===== src/core/adchps_defines.svh =====
// field positions, reset value and timing counts of the converter host port
`ifndef ADCHPS_DEFINES_SVH
`define ADCHPS_DEFINES_SVH
`define ADCHPS_CFG_RESET      8'h10
`define ADCHPS_CMD_MSB        7
`define ADCHPS_CMD_LSB        5
`define ADCHPS_SYNC_BIT       4
`define ADCHPS_BW_BIT         3
`define ADCHPS_SE_BIT         2
`define ADCHPS_ACQ_MSB        1
`define ADCHPS_ACQ_LSB        0
`define ADCHPS_ACQ_CLKS_0     7'd9
`define ADCHPS_ACQ_CLKS_1     7'd15
`define ADCHPS_ACQ_CLKS_2     7'd47
`define ADCHPS_ACQ_CLKS_3     7'd79
`define ADCHPS_CAL_REPEATS    4'd8
`define ADCHPS_CAP_COUNT      4'd12
`define ADCHPS_CONV_CLKS      8'd44
`define ADCHPS_MEAS_CLKS      8'd16
`endif


===== src/core/adchps_pkg.sv =====
// types shared by the converter host port files
package adchps_pkg;
  typedef enum logic [2:0] {
    ADCHPS_CMD_STANDBY = 3'h0,
    ADCHPS_CMD_FULLCAL = 3'h1,
    ADCHPS_CMD_AUTOZ   = 3'h2,
    ADCHPS_CMD_RESET   = 3'h3,
    ADCHPS_CMD_START   = 3'h4
  } adchps_cmd_type;
  // gray-coded along standby, idle, acquire, convert
  typedef enum logic [2:0] {
    ADCHPS_ST_STANDBY = 3'b000,
    ADCHPS_ST_IDLE    = 3'b001,
    ADCHPS_ST_ACQ     = 3'b011,
    ADCHPS_ST_CONV    = 3'b010,
    ADCHPS_ST_CAL     = 3'b110
  } adchps_state_type;
endpackage : adchps_pkg


===== src/core/adchps_fifo.sv =====
// small synchronous fifo with valid/ready on both sides
`timescale 1ns/1ps
module adchps_fifo #(
  parameter int WIDTH = 13,
  parameter int DEPTH = 16
) (
  input  wire logic             clk,
  input  wire logic             rst,
  input  wire logic [WIDTH-1:0] in_data,
  input  wire logic             in_valid,
  output logic                  in_ready,
  output logic [WIDTH-1:0]      out_data,
  output logic                  out_valid,
  input  wire logic             out_ready
);
  localparam int AW = $clog2(DEPTH);
  // elaboration check: pointers wrap by overflow, so only powers of two work
  if (WIDTH < 1 || DEPTH < 2 || (1 << AW) != DEPTH) begin : g_bad_depth
    $error("fifo width or depth cannot be served");
  end
  typedef struct packed {
    logic [AW-1:0] wp;   // write pointer
    logic [AW-1:0] rp;   // read pointer
    logic [AW:0]   cnt;  // fill level
  } adchps_fifo_type;
  adchps_fifo_type s_q, s_d;
  logic [WIDTH-1:0] mem [DEPTH];  // storage words
  logic push, pop;
  // handshakes on each side
  always_comb begin
    push = in_valid && in_ready;
    pop  = out_valid && out_ready;
    s_d  = s_q;
    if (push) s_d.wp = s_q.wp + 1'b1;
    if (pop)  s_d.rp = s_q.rp + 1'b1;
    s_d.cnt = s_q.cnt + {{AW{1'b0}}, push} - {{AW{1'b0}}, pop};
  end
  // pointer state and storage
  always_ff @(posedge clk) begin
    if (rst) s_q <= '0;
    else s_q <= s_d;
    if (push) mem[s_q.wp] <= in_data;
  end
  assign in_ready  = (s_q.cnt != DEPTH[AW:0]);  // honest full
  assign out_valid = (s_q.cnt != '0);
  assign out_data  = mem[s_q.rp];
endmodule : adchps_fifo


===== src/core/adchps_top.sv =====
// converter host port: configuration write, result read, sequencing and ready
`timescale 1ns/1ps
`include "adchps_defines.svh"
module adchps_top (
  input  wire logic        REF_CLK,
  input  wire logic        RESET,
  input  wire logic        CS_N,             // chip select
  input  wire logic        RD_N,             // read strobe
  input  wire logic        WR_N,             // write strobe
  input  wire logic        WRITE_EDGE_SELECT,// high: latch on strobe fall
  input  wire logic [12:0] PARALLEL_DATA_I,  // data pins as seen
  output logic      [12:0] PARALLEL_DATA_O,  // data pins driven
  output logic      [12:0] PARALLEL_DATA_OE, // per-pin drive enable
  input  wire logic        SYNC_I,           // sync pin as seen
  output logic             SYNC_O,           // sync pin driven
  output logic             SYNC_OE,          // sync pin drive enable
  output logic             READY_N,          // ready, active low
  input  wire logic [12:0] RAW_SAMPLE,       // raw code from the analog core
  input  wire logic [12:0] RAW_OFFSET,       // measured offset from the analog core
  output logic             SAMPLE_HOLD,      // high while holding for conversion
  output logic             RESULT_VALID,     // result stream beat
  output logic      [12:0] RESULT_DATA,      // corrected result stream
  input  wire logic        RESULT_READY      // stream sink ready
);
  // pin synchronisers: three stages, change accepted when stages two and three agree
  logic [2:0] rd_sy, wr_sy, cs_sy, sy_sy, we_sy;
  always_ff @(posedge REF_CLK) begin
    rd_sy <= {rd_sy[1:0], RD_N};
    wr_sy <= {wr_sy[1:0], WR_N};
    cs_sy <= {cs_sy[1:0], CS_N};
    sy_sy <= {sy_sy[1:0], SYNC_I};
    we_sy <= {we_sy[1:0], WRITE_EDGE_SELECT};
  end
  // data pins need no filter: they are only sampled once the strobes have settled
  logic [12:0] din_q;
  always_ff @(posedge REF_CLK) din_q <= PARALLEL_DATA_I;

  // full machine state in one record
  typedef struct packed {
    logic [7:0]                 cfg;      // configuration register
    adchps_pkg::adchps_state_type st;     // sequencer state
    logic                       rd_f;     // filtered read strobe (low active)
    logic                       wr_f;     // filtered write strobe
    logic                       cs_f;     // filtered chip select
    logic                       sy_f;     // filtered sync pin
    logic                       we_f;     // filtered edge select
    logic                       hi_byte;  // next eight-bit read gives upper byte
    logic [6:0]                 acq_cnt;  // acquisition clock count
    logic [7:0]                 phase;    // clocks in convert or measurement step
    logic [3:0]                 rep;      // measurement repetitions done
    logic [3:0]                 cap;      // capacitor under test
    logic                       full_cal; // calibration is the full kind
    logic [16:0]                off_acc;  // offset sum
    logic [12:0]                off_coef; // stored offset coefficient
    logic [12:0]                lin_coef; // stored linearity trim
    logic [12:0]                result;   // data register
    logic                       push;     // new result for stream
    logic                       rdy_n;    // ready output
    logic                       sync_o;   // sync output
    logic [12:0]                dout;     // data pins value
    logic [12:0]                doe;      // data pins enable
    logic                       rdy_pin;  // ready pin as driven
    logic                       sync_oe;  // sync pin drive enable
    logic                       hold;     // sample held for conversion
  } adchps_state_rec_type;
  adchps_state_rec_type s_q, s_d;

  logic rd_rise, rd_fall, wr_rise, wr_fall, sy_rise, wr_take, acq_done;
  logic [6:0] acq_len;
  logic [13:0] corr;
  logic fifo_in_ready;
  adchps_pkg::adchps_cmd_type new_cmd;

  // next-state logic
  always_comb begin
    s_d = s_q;
    s_d.push = 1'b0;
    // filtered levels change only when the last two stages agree
    if (rd_sy[1] == rd_sy[2]) s_d.rd_f = rd_sy[2];
    if (wr_sy[1] == wr_sy[2]) s_d.wr_f = wr_sy[2];
    if (cs_sy[1] == cs_sy[2]) s_d.cs_f = cs_sy[2];
    if (sy_sy[1] == sy_sy[2]) s_d.sy_f = sy_sy[2];
    if (we_sy[1] == we_sy[2]) s_d.we_f = we_sy[2];
    rd_rise = !s_q.rd_f && s_d.rd_f && !s_q.cs_f;
    rd_fall = s_q.rd_f && !s_d.rd_f && !s_q.cs_f;
    wr_rise = !s_q.wr_f && s_d.wr_f && !s_q.cs_f;
    wr_fall = s_q.wr_f && !s_d.wr_f && !s_q.cs_f;
    sy_rise = !s_q.sy_f && s_d.sy_f;
    // latch edge picked by the edge select level
    wr_take = s_q.we_f ? wr_fall : wr_rise;
    new_cmd = adchps_pkg::adchps_cmd_type'(din_q[`ADCHPS_CMD_MSB:`ADCHPS_CMD_LSB]);
    // acquisition length lookup
    case (s_q.cfg[`ADCHPS_ACQ_MSB:`ADCHPS_ACQ_LSB])
      2'b00:   acq_len = `ADCHPS_ACQ_CLKS_0;
      2'b01:   acq_len = `ADCHPS_ACQ_CLKS_1;
      2'b10:   acq_len = `ADCHPS_ACQ_CLKS_2;
      default: acq_len = `ADCHPS_ACQ_CLKS_3;
    endcase
    acq_done = (s_q.acq_cnt == acq_len - 7'd1);
    // correction arithmetic applied to every result
    corr = {RAW_SAMPLE[12], RAW_SAMPLE} - {s_q.off_coef[12], s_q.off_coef}
           + {s_q.lin_coef[12], s_q.lin_coef};
    // read side: drive pins while reading, byte order in eight-bit mode
    if (rd_fall) begin
      if (s_q.cfg[`ADCHPS_BW_BIT]) begin
        s_d.dout = s_q.result;
        s_d.doe  = 13'h1fff;
      end else begin
        // upper byte sign extended in narrow mode
        s_d.dout = s_q.hi_byte ? {5'h00, {3{s_q.result[12]}}, s_q.result[12:8]}
                               : {5'h00, s_q.result[7:0]};
        s_d.doe  = 13'h00ff;
      end
    end else if (rd_rise || s_q.rd_f) begin
      s_d.doe = 13'h0000;
    end
    // sequencer
    case (s_q.st)
      adchps_pkg::ADCHPS_ST_STANDBY: begin
        s_d.rdy_n = 1'b1;
      end
      adchps_pkg::ADCHPS_ST_IDLE: begin
        // a read that finishes a result fetch starts the next sample
        if (rd_rise && s_q.cfg[`ADCHPS_CMD_MSB:`ADCHPS_CMD_LSB] == adchps_pkg::ADCHPS_CMD_START
            && (s_q.cfg[`ADCHPS_BW_BIT] || s_q.hi_byte)) begin
          s_d.rdy_n   = 1'b1;
          s_d.acq_cnt = 7'd0;
          s_d.st      = adchps_pkg::ADCHPS_ST_ACQ;
        end else if (sy_rise && s_q.cfg[`ADCHPS_SYNC_BIT]
                     && s_q.cfg[`ADCHPS_CMD_MSB:`ADCHPS_CMD_LSB] == adchps_pkg::ADCHPS_CMD_START) begin
          s_d.rdy_n = 1'b1;
          s_d.phase = 8'd0;
          s_d.st    = adchps_pkg::ADCHPS_ST_CONV;
        end
      end
      adchps_pkg::ADCHPS_ST_ACQ: begin
        if (s_q.cfg[`ADCHPS_SYNC_BIT]) begin
          // length select ignored; sync edge ends the window
          if (sy_rise) begin
            s_d.phase = 8'd0;
            s_d.st    = adchps_pkg::ADCHPS_ST_CONV;
          end
        end else if (acq_done) begin
          s_d.phase  = 8'd0;
          s_d.sync_o = 1'b1;
          s_d.st     = adchps_pkg::ADCHPS_ST_CONV;
        end else begin
          s_d.acq_cnt = s_q.acq_cnt + 7'd1;
        end
      end
      adchps_pkg::ADCHPS_ST_CONV: begin
        s_d.sync_o = !s_q.cfg[`ADCHPS_SYNC_BIT];
        if (s_q.phase == `ADCHPS_CONV_CLKS - 8'd1) begin
          // clamp negatives when single-ended is chosen
          s_d.result = (s_q.cfg[`ADCHPS_SE_BIT] && corr[13]) ? 13'h0000 : corr[12:0];
          s_d.push   = 1'b1;
          s_d.rdy_n  = 1'b0;
          s_d.sync_o = 1'b0;
          s_d.st     = adchps_pkg::ADCHPS_ST_IDLE;
        end else begin
          s_d.phase = s_q.phase + 8'd1;
        end
      end
      adchps_pkg::ADCHPS_ST_CAL: begin
        if (s_q.phase == `ADCHPS_MEAS_CLKS - 8'd1) begin
          s_d.phase = 8'd0;
          if (s_q.cap == 4'd0) begin
            s_d.off_acc = s_q.off_acc + {{4{RAW_OFFSET[12]}}, RAW_OFFSET};
          end
          if (!s_q.full_cal) begin
            s_d.off_coef = RAW_OFFSET;
            s_d.rdy_n    = 1'b0;
            s_d.st       = adchps_pkg::ADCHPS_ST_IDLE;
          end else if (s_q.rep != `ADCHPS_CAL_REPEATS - 4'd1) begin
            s_d.rep = s_q.rep + 4'd1;
          end else if (s_q.cap == 4'd0) begin
            // average of eight offset samples
            s_d.off_coef = s_d.off_acc[15:3];
            s_d.rep = 4'd0;
            s_d.cap = 4'd1;
          end else if (s_q.cap != `ADCHPS_CAP_COUNT) begin
            // capacitor mismatch folded into the trim, eight compares each
            s_d.lin_coef = s_q.lin_coef + {{3{RAW_OFFSET[12]}}, RAW_OFFSET[12:3]};
            s_d.rep = 4'd0;
            s_d.cap = s_q.cap + 4'd1;
          end else begin
            s_d.rdy_n = 1'b0;
            s_d.st    = adchps_pkg::ADCHPS_ST_IDLE;
          end
        end else begin
          s_d.phase = s_q.phase + 8'd1;
        end
      end
      default: s_d.st = adchps_pkg::ADCHPS_ST_STANDBY;
    endcase
    // result fetch pointer: completes on the second narrow read
    if (rd_rise) s_d.hi_byte = !s_q.cfg[`ADCHPS_BW_BIT] && !s_q.hi_byte;
    // a configuration write overrides the sequencer
    if (wr_take) begin
      // narrow and wide modes both take the whole byte in one cycle
      s_d.cfg = din_q[7:0];
      s_d.hi_byte = 1'b0;
      s_d.sync_o = 1'b0;
      case (new_cmd)
        adchps_pkg::ADCHPS_CMD_STANDBY: begin
          s_d.st    = adchps_pkg::ADCHPS_ST_STANDBY;
          s_d.rdy_n = 1'b1;
        end
        adchps_pkg::ADCHPS_CMD_FULLCAL, adchps_pkg::ADCHPS_CMD_AUTOZ: begin
          s_d.st       = adchps_pkg::ADCHPS_ST_CAL;
          s_d.rdy_n    = 1'b1;
          s_d.full_cal = (new_cmd == adchps_pkg::ADCHPS_CMD_FULLCAL);
          s_d.phase    = 8'd0;
          s_d.rep      = 4'd0;
          s_d.cap      = 4'd0;
          s_d.off_acc  = 17'h00000;
          if (new_cmd == adchps_pkg::ADCHPS_CMD_FULLCAL) s_d.lin_coef = 13'h0000;
        end
        default: begin
          // reset and start both land ready; reset aborts anything running
          s_d.st    = adchps_pkg::ADCHPS_ST_IDLE;
          s_d.rdy_n = 1'b0;
        end
      endcase
    end
    // pin-facing copies so every pin-side output leaves a flip-flop; a push in flight keeps
    // ready high until the buffer's room is known, so a full buffer never flashes ready
    s_d.rdy_pin = s_d.rdy_n || !fifo_in_ready || s_d.push || s_q.push;
    s_d.sync_oe = !s_d.cfg[`ADCHPS_SYNC_BIT];
    s_d.hold    = (s_d.st == adchps_pkg::ADCHPS_ST_CONV);
  end

  // state register; power-up gives standby, narrow bus, sync mode
  always_ff @(posedge REF_CLK) begin
    if (RESET) begin
      s_q       <= '0;
      s_q.cfg   <= `ADCHPS_CFG_RESET;
      s_q.st    <= adchps_pkg::ADCHPS_ST_STANDBY;
      s_q.rd_f  <= 1'b1;
      s_q.wr_f  <= 1'b1;
      s_q.cs_f  <= 1'b1;
      s_q.rdy_n <= 1'b1;
      s_q.rdy_pin <= 1'b1;
    end else begin
      s_q <= s_d;
    end
  end

  // corrected results stream out through a buffer; a result pushed into a full buffer is lost,
  // since the sequencer never stalls on the buffer and only READY_N is held high
  adchps_fifo #(.WIDTH(13), .DEPTH(16)) u_fifo (
    .clk       (REF_CLK),
    .rst       (RESET),
    .in_data   (s_q.result),
    .in_valid  (s_q.push),
    .in_ready  (fifo_in_ready),
    .out_data  (RESULT_DATA),
    .out_valid (RESULT_VALID),
    .out_ready (RESULT_READY)
  );

  // outputs straight from the state record
  assign PARALLEL_DATA_O  = s_q.dout;
  assign PARALLEL_DATA_OE = s_q.doe;
  assign SYNC_O           = s_q.sync_o;
  assign SYNC_OE          = s_q.sync_oe;
  assign READY_N          = s_q.rdy_pin;
  assign SAMPLE_HOLD      = s_q.hold;

  // guards on pins, ready and the sequencer
  AST_NARROW_PINS: assert property (@(posedge REF_CLK) disable iff (RESET)
    !s_q.cfg[`ADCHPS_BW_BIT] |-> PARALLEL_DATA_OE[12:8] == 5'h00)
    else $error("upper pins driven in narrow mode");
  AST_STANDBY_READY: assert property (@(posedge REF_CLK) disable iff (RESET)
    s_q.st == adchps_pkg::ADCHPS_ST_STANDBY |-> READY_N)
    else $error("ready low in standby");
  AST_LEAVE_STANDBY: assert property (@(posedge REF_CLK) disable iff (RESET)
    wr_take && (new_cmd == adchps_pkg::ADCHPS_CMD_RESET || new_cmd == adchps_pkg::ADCHPS_CMD_START)
    |=> !s_q.rdy_n && s_q.st == adchps_pkg::ADCHPS_ST_IDLE)
    else $error("non-standby command did not make ready");
  AST_SYNC_DIR: assert property (@(posedge REF_CLK) disable iff (RESET)
    s_q.cfg[`ADCHPS_SYNC_BIT] |-> !SYNC_OE)
    else $error("sync pin driven in sync mode");
  AST_ACQ_LEN: assert property (@(posedge REF_CLK) disable iff (RESET)
    s_q.st == adchps_pkg::ADCHPS_ST_ACQ && !s_q.cfg[`ADCHPS_SYNC_BIT] && !wr_take
    |-> s_q.acq_cnt < acq_len)
    else $error("acquisition count overran");
  AST_ACQ_END: assert property (@(posedge REF_CLK) disable iff (RESET)
    s_q.st == adchps_pkg::ADCHPS_ST_ACQ && !s_q.cfg[`ADCHPS_SYNC_BIT] && acq_done && !wr_take
    |=> s_q.sync_o && s_q.st == adchps_pkg::ADCHPS_ST_CONV)
    else $error("sync output did not rise after acquisition");
  AST_CAL_BUSY: assert property (@(posedge REF_CLK) disable iff (RESET)
    s_q.st == adchps_pkg::ADCHPS_ST_CAL |-> s_q.rdy_n)
    else $error("ready low during calibration");
  AST_CFG_LOAD: assert property (@(posedge REF_CLK) disable iff (RESET)
    wr_take |=> s_q.cfg == $past(din_q[7:0]))
    else $error("configuration not loaded in one write");
  AST_NARROW_READ: assert property (@(posedge REF_CLK) disable iff (RESET)
    rd_fall && !s_q.cfg[`ADCHPS_BW_BIT] |=> PARALLEL_DATA_OE == 13'h00ff)
    else $error("narrow read did not drive the low byte pins");
  AST_WIDE_READ: assert property (@(posedge REF_CLK) disable iff (RESET)
    rd_fall && s_q.cfg[`ADCHPS_BW_BIT] |=> PARALLEL_DATA_OE == 13'h1fff && PARALLEL_DATA_O == $past(s_q.result))
    else $error("wide read did not show the whole result");
  AST_ACQ_START: assert property (@(posedge REF_CLK) disable iff (RESET)
    s_q.st == adchps_pkg::ADCHPS_ST_IDLE && rd_rise && !wr_take && !s_q.cfg[`ADCHPS_SYNC_BIT]
    && s_q.cfg[`ADCHPS_CMD_MSB:`ADCHPS_CMD_LSB] == adchps_pkg::ADCHPS_CMD_START
    && (s_q.cfg[`ADCHPS_BW_BIT] || s_q.hi_byte)
    |=> s_q.st == adchps_pkg::ADCHPS_ST_ACQ && s_q.acq_cnt == 7'd0 && READY_N)
    else $error("finishing read did not start acquisition");
  AST_AZ_STORE: assert property (@(posedge REF_CLK) disable iff (RESET)
    s_q.st == adchps_pkg::ADCHPS_ST_CAL && !s_q.full_cal && !wr_take
    && s_q.phase == `ADCHPS_MEAS_CLKS - 8'd1
    |=> s_q.off_coef == $past(RAW_OFFSET) && !s_q.rdy_n)
    else $error("auto-zero did not store its single measurement");
  AST_READY_BUSY: assert property (@(posedge REF_CLK) disable iff (RESET)
    s_q.st == adchps_pkg::ADCHPS_ST_ACQ || s_q.st == adchps_pkg::ADCHPS_ST_CONV |-> READY_N)
    else $error("ready low while sampling or converting");
  AST_FULL_READY: assert property (@(posedge REF_CLK) disable iff (RESET)
    !fifo_in_ready |=> READY_N)
    else $error("ready low with the result buffer full");
endmodule : adchps_top


===== config.mk =====
export PLATFORM = sky130hd
export DESIGN_NAME = adchps_top
export DESIGN_NICKNAME = d
export VERILOG_FILES = /design/src/core/adchps_pkg.sv /design/src/core/adchps_fifo.sv /design/src/core/adchps_top.sv
export VERILOG_INCLUDE_DIRS = /design/src /design/src/core
export SDC_FILE = /design/constraint.sdc
export NUM_CORES = 1
export LEC_CHECK = 0
export BUFFER_PORTS_ARGS = -buffer_cell sky130_fd_sc_hd__buf_4
export CORE_MARGIN = 3
export CORE_UTILIZATION = 45
export CTS_BUF_LIST = sky130_fd_sc_hd__clkbuf_4 sky130_fd_sc_hd__clkbuf_8
export DETAILED_ROUTE_END_ITERATION = 7
export PLACE_DENSITY = 0.75
export SLEW_MARGIN = 20
export SYNTH_ARGS = -nofsm -noshare
export SYNTH_HDL_FRONTEND = slang
export SYNTH_SLANG_ARGS = --single-unit

===== constraint.sdc =====
create_clock -name REF_CLK -period 3.45 [get_ports REF_CLK]
set_clock_uncertainty 0.1 [all_clocks]
set_input_delay 0.69 -clock REF_CLK [delete_from_list [all_inputs] [get_ports REF_CLK]]
set_output_delay 0.69 -clock REF_CLK [all_outputs]
set_load 0.02 [all_outputs]

==> impl_metrics.ini, run 1 <==
[floorplan]
initial_core_util_pct = 45.9
io_pins = 91
die_y_um = 199
die_x_um = 199
num_rows = 70
dieArea_um2 = 39800
core_um2 = 36700

[cells_and_area]
fillers = 3079
final_util_pct = 52.7
nets = 1633
fin_cells = 2032
drive_gt1_share_pct = 21.4
area_growth_pct = 14.8
fin_area_um2 = 19300
seq_area_um2 = 9390
multi_input_area_um2 = 6730

[routing]
drc_errors = 0
firstDrtPassIters = 5
vias = 11200
ant_nets = 0
totalWireLength_um = 37100
drt-vias-per-instance = 5.52
drt-initial-drc-count = 807
routedWlPerCell_um = 18.3

[grt]
grt_max_degree = 53
gr-total-overflow = 0
grt_pass1_wl_um = 59200
grtUsageTotal_pct = 18.8
antenna_found_initial = 1
grt_pass1_vias = 11200

[cts]
cts_root_buf = clkbuf_8
clock_sinks = 365
clock_latency_ns = 0.62
ctsHoldBuffers = 0
clockBufferDepth = 3
numCtsBuffers = 58
clkTransAtPathRegs_ns = 0.07
cts_tree = built
htreeDepth = 2

[power]
p_leak_nw = 7.09
p_per_area_nw_per_um2 = 534
vdd_drop_max_uv = 256
p_total_mw = 10.3

[logic_synthesis]
syn-num-nets = 1525
ys_seq_elements = 365
netlist_area_um2 = 16800
synth_area_per_cell_um2 = 12.0
synth_flop_cell = edfxtp_1
postSynth.asyncResetShare_pct = 0
synth_edf_count = 208
syn_inst = 1405
synth.distinct_cells = 82
ys_warn_count = 0
yosysSeqAreaShare_pct = 55.8

[critical_path]
critPathMaxFanout = 7
worstPathCellList = buf_4 > mux4_2 > mux4_2 > buf_4
cp-endpoint = RESULT_DATA[5]
cp-start-kind = flop
slowest_stage = mux4_2
critPathKind = reg -> out
rr_worst_depth = 11
critPathMaxStageDelay_ns = 0.54
rrSetupSlack_ns = 0.30
cp-end-kind = output port
reg2reg_from = s_q[46]
critical_path_arrival_ns = 2.51
crit_required_ns = 2.66
r2r_end = s_q[44]

[timing]
setup_violations = 0
rsz0062_at_grt = false
fin_setup_tns_ns = 0
finalMaxSlewViolations = 0
worst_slew_pin_slew_ns = 0.832
hold_viol = 0
setup_ws_ns = 0.153
post-route-period-util_pct = 95.6
fin_crit_ns = 3.30
relSlewSlack_pct = 44.5
timing.fmax_ghz = 0.303
hold_slack_ns = 0.0903

[job]
maxCapViolations = 0

[placed_design]
io_buffer_count = 85
gp_congestion = 0.915
hpwl_um = 24900
pre_cts_ws_ns = -0.0670
dp.cells = 1918
dpl_cell_area_um2 = 18000

[min_path]
hold_depth = 1
min_from = PARALLEL_DATA_I[2]
min_path_type = in -> reg

[run_status]
status = finished clean
## report_power, final
part           internal (mW)  switching [mW]  total [mW]  leakage [nW]
Clock                   2.20            1.70        3.91         0.680
Combinational          0.903           0.805        1.71          3.21
Sequential              4.63          0.0761        4.70          3.20
Total                   7.73            2.58        10.3          7.09
## synth_stat cells (3+ instances only)
library cell,number,share of area [%]
a211o_1,6,0.31
a211oi_1,23,1.0
a21o_1,17,0.76
a21oi_1,111,3.3
a311oi_1,11,0.57
a31o_2,3,0.16
a31oi_1,8,0.30
and2_1,7,0.26
and3_1,8,0.30
buf_1,6,0.13
buf_2,7,0.21
buf_4,26,1.2
clkbuf_1,45,1.0
dfxtp_1,157,19
edfxtp_1,208,37
fa_1,16,1.9
ha_1,57,4.2
inv_1,86,1.9
mux2i_1,15,0.89
mux4_2,65,8.7
nand2_1,141,3.1
nand2b_1,14,0.52
nand3_1,23,0.68
nand4_1,10,0.37
nor2_1,116,2.6
nor2b_1,13,0.48
nor3_1,22,0.65
nor3b_1,3,0.13
nor4_1,4,0.15
o2111ai_1,3,0.16
o21a_1,9,0.40
o21ai_0,41,1.2
o31a_1,3,0.16
o31ai_1,5,0.22
o32ai_1,3,0.16
or2_2,3,0.11
or3_1,5,0.19
xnor2_1,34,1.8
xor2_1,12,0.62
## logic make-up (layout without fill, tap and decap cells)
group                      after synthesis  after routing  share of synthesized area [%]
DFF                                    365            365                           55.8
AOI/OAI and AO/OA                      276            276                           10.5
xor gates and xnor gates                46             46                           2.39
muxes                                   82             82                           9.72
and+or+nand+nor                        393            393                           11.1
buffers and inverters                  170            328                           4.42
other                                    0              1                              0
adders and majority gates               73             73                           6.14
## how the worst min path moves through the flow
stage | endpoint | slack [ns]
6_report | din_q[2] | 0.09
5_1_grt | din_q[5] | 0.06
4_1_cts | din_q[6] | 0.05
3_5_place_dp | sy_sy[1] | 0.21
3_3_place_gp | wr_sy[1] | 0.21
2_1_floorplan | cs_sy[1] | 0.21
## state kept, by name, indices dropped and copies added (netlist names), named ones only
register,count
SYNC_OE,1
rd_sy,3
SAMPLE_HOLD,1
sy_sy,3
u_fifo.s_q,13
cs_sy,3
wr_sy,3
s_q,98
we_sy,3
u_fifo.mem,208
din_q,8
SYNC_O,1
PARALLEL_DATA_OE,2
PARALLEL_DATA_O,13
READY_N,1
## per-layer routing
metal  track usage, %  up-vias  share of wire, %
met2             32.6      355                49
li1                 -     5353                 -
met3             3.24       72               6.4
met1             24.3     5436                42
met5                0        -                 0
met4             5.66        0               2.4
## cells in the final DEF, fill, tap and decap left out, types with 34 or more instances in the layout
master and n:
inv_1 86, nor2_1 116, nand2_1 141, xnor2_1 34, edfxtp_1 208, buf_4 129
o21ai_0 41, mux4_2 65, clkbuf_8 68, ha_1 57, a21oi_1 111, dfxtp_1 155
## critical path, delay by kind of cell (launching register included)
| kind | cells | cell delay [ns] |
|---|---|---|
| multiplexers | 2 | 1.06 |
| flip-flops | 1 | 0.43 |
| buffers and inverters | 2 | 0.41 |
## area by class of cell
cell class              instances  area share [%]
clock buffers                  91            5.73
repair buffers                132            5.32
diodes                          1          0.0129
multi-input cells             870            34.8
well taps                     468            3.03
inverters                      86            1.67
flip-flops and latches        365            48.6
clock inverters                19           0.848
## repair_timing
action,CTS,global route
setup buffers,3,0
resized for setup,0,0
setup endpoints to repair,7,0
No activity file was read; power rests on OpenSTA's default activity.
==> inputs of run 2 (changes only) <==
- REMOVE_ABC_BUFFERS: not set -> 1
==> run 2 against run 1 <==
Effect of this change: worst setup slack lost 0.017 ns; non-clock buffer count grew 4; hold slack lost 0.0086 ns; final cell count grew 0.20%; wire length grew 3.1%; critical path depth is the same; register-to-register slack lost 0.07 ns; first-iteration DRC count shrank 0.99%; sequential share of layout area shrank 0.097 points; die area is the same; clock power is essentially flat; critical endpoint is now RESULT_DATA[12]; highest routed layer unchanged.
==> impl_metrics.ini, run 2 (synthesis gave the netlist of run 1 again) <==
[cells_and_area]
fin_cells = 2036
seq_area_um2 = 9390
drive_gt1_share_pct = 22.0
largest_reg_flops = 208
top_regs = u_fifo.mem (208), s_q (98)
final_util_pct = 52.8
fin_area_um2 = 19400
multi_input_area_um2 = 6730
layout_common_cells = edfxtp_1 (208), dfxtp_1 (155), nand2_1 (141)
top_register = u_fifo.mem
fillers = 3007
final_common_cell = edfxtp_1
nets = 1637
area_growth_pct = 15.1

[critical_path]
critPathKind = reg -> out
cp-start-kind = flop
cp-end-kind = output port
rr_worst_depth = 11
reg2reg_from = s_q[46]
worstPathCellList = buf_12 > mux4_2 > mux4_2 > buf_4
crit_required_ns = 2.66
critPathMaxStageDelay_ns = 0.54
crit_top_cell = mux4_2
critical_path_arrival_ns = 2.52
critPathMaxFanout = 19
slowest_stage = mux4_2

[cts]
clock_sinks = 365
clkTransAtPathRegs_ns = 0.06
htreeDepth = 2
numCtsBuffers = 58
cts_root_buf = clkbuf_8
cts_tree = built
clockBufferDepth = 3
ctsHoldBuffers = 0
clock_latency_ns = 0.61

[timing]
relSlewSlack_pct = 44.2
setup_violations = 0
timing.fmax_ghz = 0.302
hold_viol = 0
worst_slew_pin_slew_ns = 0.835
hold_slack_ns = 0.0816
fin_setup_tns_ns = 0
finalMaxSlewViolations = 0
post-route-period-util_pct = 96.1
fin_crit_ns = 3.31
rsz0062_at_grt = false

[power]
p_leak_nw = 7.13
swShare_pct = 24.8
internal-power_mw = 7.74
vdd_drop_max_uv = 302
p_switching_mw = 2.55
p_per_area_nw_per_um2 = 531
clkPwrFrac_pct = 37.7
p_comb_share_pct = 16.6
pwr-share-seq_pct = 45.7

[floorplan]
die_y_um = 199
num_rows = 70
core_um2 = 36700
io_pins = 91
die_x_um = 199
initial_core_util_pct = 45.9
dieArea_um2 = 39800

[placed_design]
dp.cells = 1923
dpl_cell_area_um2 = 18100
gp_congestion = 0.928
hpwl_um = 26300
io_buffer_count = 85

[grt]
gr-total-overflow = 0
grtUsageTotal_pct = 19.4
grt_pass1_vias = 11300
grt_pass1_wl_um = 60500
antenna_found_initial = 0
grt_max_degree = 53

[min_path]
min_from = SYNC_I
min_path_type = in -> reg
hold_depth = 1

[routing]
drt-initial-drc-count = 799
vias = 11400
routedWlPerCell_um = 18.8
drt-vias-per-instance = 5.59
ant_nets = 0
firstDrtPassIters = 5
drc_errors = 0
totalWireLength_um = 38300

[run_status]
status = finished clean

[job]
maxCapViolations = 0
run 2: cell types whose count changed in the layout (fill, tap and decap cells not counted), sizes merged:
cell,delta
clkbuf,+11
inv,+2
clkinvlp,-1
bufinv,-2
buf,+4
clkinv,-10
run 2: critical path, delay by kind of cell (launching register included):
kind | cells | cell delay [ns]
buffers and inverters | 2 | 0.40
multiplexers | 2 | 1.06
flip-flops | 1 | 0.44
run 2: per-stage QoR:
stage / setup WS (ns) / total power, mW
2_1_floorplan: -0.777 / 5.98
3_3_place_gp: -0.0465 / 6.45
3_5_place_dp: -0.145 / 6.51
4_1_cts: 0.0719 / 10.4
5_1_grt: 0.0241 / 10.7
6_report: 0.136 / 10.3
run 2: layer usage:
| layer | wire, um | track usage (%) |
|---|---|---|
| met4 | 1010 | 5.79 |
| met5 | 0 | 0 |
| met3 | 2420 | 3.17 |
| met2 | 18800 | 33.6 |
| met1 | 16000 | 25.3 |
run 2: power by group through the flow:
stage / clock network, mW / registers, mW / logic (mW)
2_1_floorplan: 0 / 4.92 / 1.06
3_3_place_gp: 0 / 4.80 / 1.65
3_5_place_dp: 0 / 4.81 / 1.70
4_1_cts: 3.97 / 4.70 / 1.74
5_1_grt: 4.17 / 4.71 / 1.87
6_report: 3.88 / 4.70 / 1.71
run 2: timing repair:
action,in CTS,in global routing
buffers inserted,2,0
setup endpoints to repair,9,13
gates resized for setup,1,1
run 2: cell type report:
type / count / share of cell area (%)
diodes: 1 / 0.0129
repair buffers: 136 / 5.48
inverters: 86 / 1.67
multi-input cells: 870 / 34.8
clock buffers: 102 / 6.28
flip-flops and latches: 365 / 48.5
well taps: 468 / 3.02
clock inverters: 8 / 0.291
run 2: final timing paths:
path / slack (ns) / endpoint
hold / removal: 0.08 / sy_sy[0]
hold reg to reg: 0.23 / wr_sy[1]
setup reg to reg: 0.23 / s_q[44]
setup / recovery: 0.14 / RESULT_DATA[12]
==> inputs of run 3 (changes only) <==
- CORE_MARGIN: 3 -> 2
==> run 3 against run 2 <==
Effect of this change: critical path depth is the same; combinational power barely moved; count of clock-buffer cells in the layout fell by 18; final cell count down 0.20%; largest power group unchanged; design area about the same.
==> impl_metrics.ini, run 3 (synthesis gave the netlist of run 1 again) <==
[timing]
fin_crit_ns = 3.36
relSlewSlack_pct = 42.1
fin_setup_tns_ns = 0
post-route-period-util_pct = 97.5
hold_slack_ns = 0.0600
hold_viol = 0
setup_violations = 0
setup_ws_ns = 0.0863
rsz0062_at_grt = false
worst_slew_pin_slew_ns = 0.867
finalMaxSlewViolations = 0
timing.fmax_ghz = 0.297

[critical_path]
critPathKind = reg -> out
critical_path_arrival_ns = 2.57
cp-start-kind = flop
reg2reg_from = s_q[46]
crit_required_ns = 2.66
rrSetupSlack_ns = 0.23
rr_worst_depth = 11
critPathMaxFanout = 22
cp-end-kind = output port
r2r_end = s_q[44]
cp-endpoint = RESULT_DATA[12]

[floorplan]
core_um2 = 36700
initial_core_util_pct = 45.9
die_y_um = 197
dieArea_um2 = 39000
die_x_um = 197
num_rows = 70
io_pins = 91

[power]
p_per_area_nw_per_um2 = 536
p_leak_nw = 7.11
vdd_drop_max_uv = 294

[grt]
grt_pass1_vias = 11300
grt_pass1_wl_um = 61100
gr-total-overflow = 0
antenna_found_initial = 0
grtUsageTotal_pct = 20.2
grt_max_degree = 39

[cts]
clockBufferDepth = 3
ctsHoldBuffers = 0
clock_sinks = 365
cts_tree = built
cts_root_buf = clkbuf_8
numCtsBuffers = 58
htreeDepth = 2
clock_latency_ns = 0.65
clkTransAtPathRegs_ns = 0.06

[placed_design]
io_buffer_count = 85
pre_cts_ws_ns = -0.139
gp_congestion = 0.940
hpwl_um = 26900
dpl_cell_area_um2 = 18100

[cells_and_area]
top_regs = u_fifo.mem (208), s_q (98)
multi_input_area_um2 = 6730
drive_gt1_share_pct = 21.4
area_growth_pct = 15.0
fillers = 3056
final_common_cell = edfxtp_1
largest_reg_flops = 208
layout_common_cells = edfxtp_1 (208), dfxtp_1 (155), nand2_1 (141)
seq_area_um2 = 9390
nets = 1634
insertedDiodeCount = 0
fin_area_um2 = 19400
final_util_pct = 52.8
top_register = u_fifo.mem

[routing]
drt-vias-per-instance = 5.58
ant_nets = 0
drc_errors = 0
drt-initial-drc-count = 968
firstDrtPassIters = 5
vias = 11300
totalWireLength_um = 38900
routedWlPerCell_um = 19.1

[run_status]
status = finished clean

[min_path]
min_path_type = in -> reg

[job]
maxCapViolations = 0
## run 3: cell types whose count changed in the layout (fill, tap and decap cells not counted), moves of 2 or more
cell | previous run | this run
buf_4 | 132 | 129
bufinv_16 | 0 | 2
clkbuf_4 | 30 | 14
clkbuf_8 | 72 | 70
clkinv_2 | 5 | 14
clkinv_1 | 1 | 6
## run 3: critical path, cell delays in order, from the launching register on
cell and delay [ns]:
dfxtp_2 0.64, buf_12 0.25, mux4_2 0.31, mux4_2 0.52, buf_4 0.18
## run 3: metrics by stage
stage                     instances  total power, mW
after detailed placement       1920             6.52
after floorplan                1321             5.98
final                          2032             10.4
after global placement         1920             6.47
after CTS                      2032             10.5
after global routing           2032             10.8
## run 3: worst min path at each step
| stage | from | to | slack, ns | depth (start not counted) |
|---|---|---|---|---|
| floorplan | cs_sy[0] | cs_sy[1] | 0.21 | 0 |
| global route | RD_N | rd_sy[0] | 0.02 | 1 |
| finish | WR_N | wr_sy[0] | 0.06 | 1 |
| CTS | WR_N | wr_sy[0] | 0.03 | 1 |
| detailed placement | we_sy[0] | we_sy[1] | 0.21 | 0 |
| global placement | we_sy[0] | we_sy[1] | 0.22 | 0 |
## run 3: metal layers
metal  wire length, um  part of all wire [%]  vias up  global-route usage (%)
met5                 0                     0        -                       0
met4               995                   2.6        0                    6.96
met3              2530                   6.5       78                    3.00
met2             19200                    49      414                    34.8
met1             16200                    42     5494                    26.0
li1                  -                     -     5348                       -
## run 3: layout make-up
type / instances / area share (%)
Sequential cell: 365 / 48.5
Tap cell: 468 / 3.02
Inverter: 86 / 1.67
Clock inverter: 26 / 1.10
Clock buffer: 84 / 5.52
Timing Repair Buffer: 133 / 5.42
Multi-Input combinational cell: 870 / 34.7
## run 3: what timing repair did
action / CTS / global route
gates resized for setup: 0 / 0
endpoints found under the setup margin: 11 / 0
setup buffers: 2 / 0
## run 3: where the power goes
group          leakage, nW  total [mW]  switching, mW  internal [mW]
sequential            3.20        4.72         0.0925           4.63
combinational         3.22        1.71          0.802          0.912
clock                0.684        3.94           1.77           2.17
total                 7.11        10.4           2.66           7.71
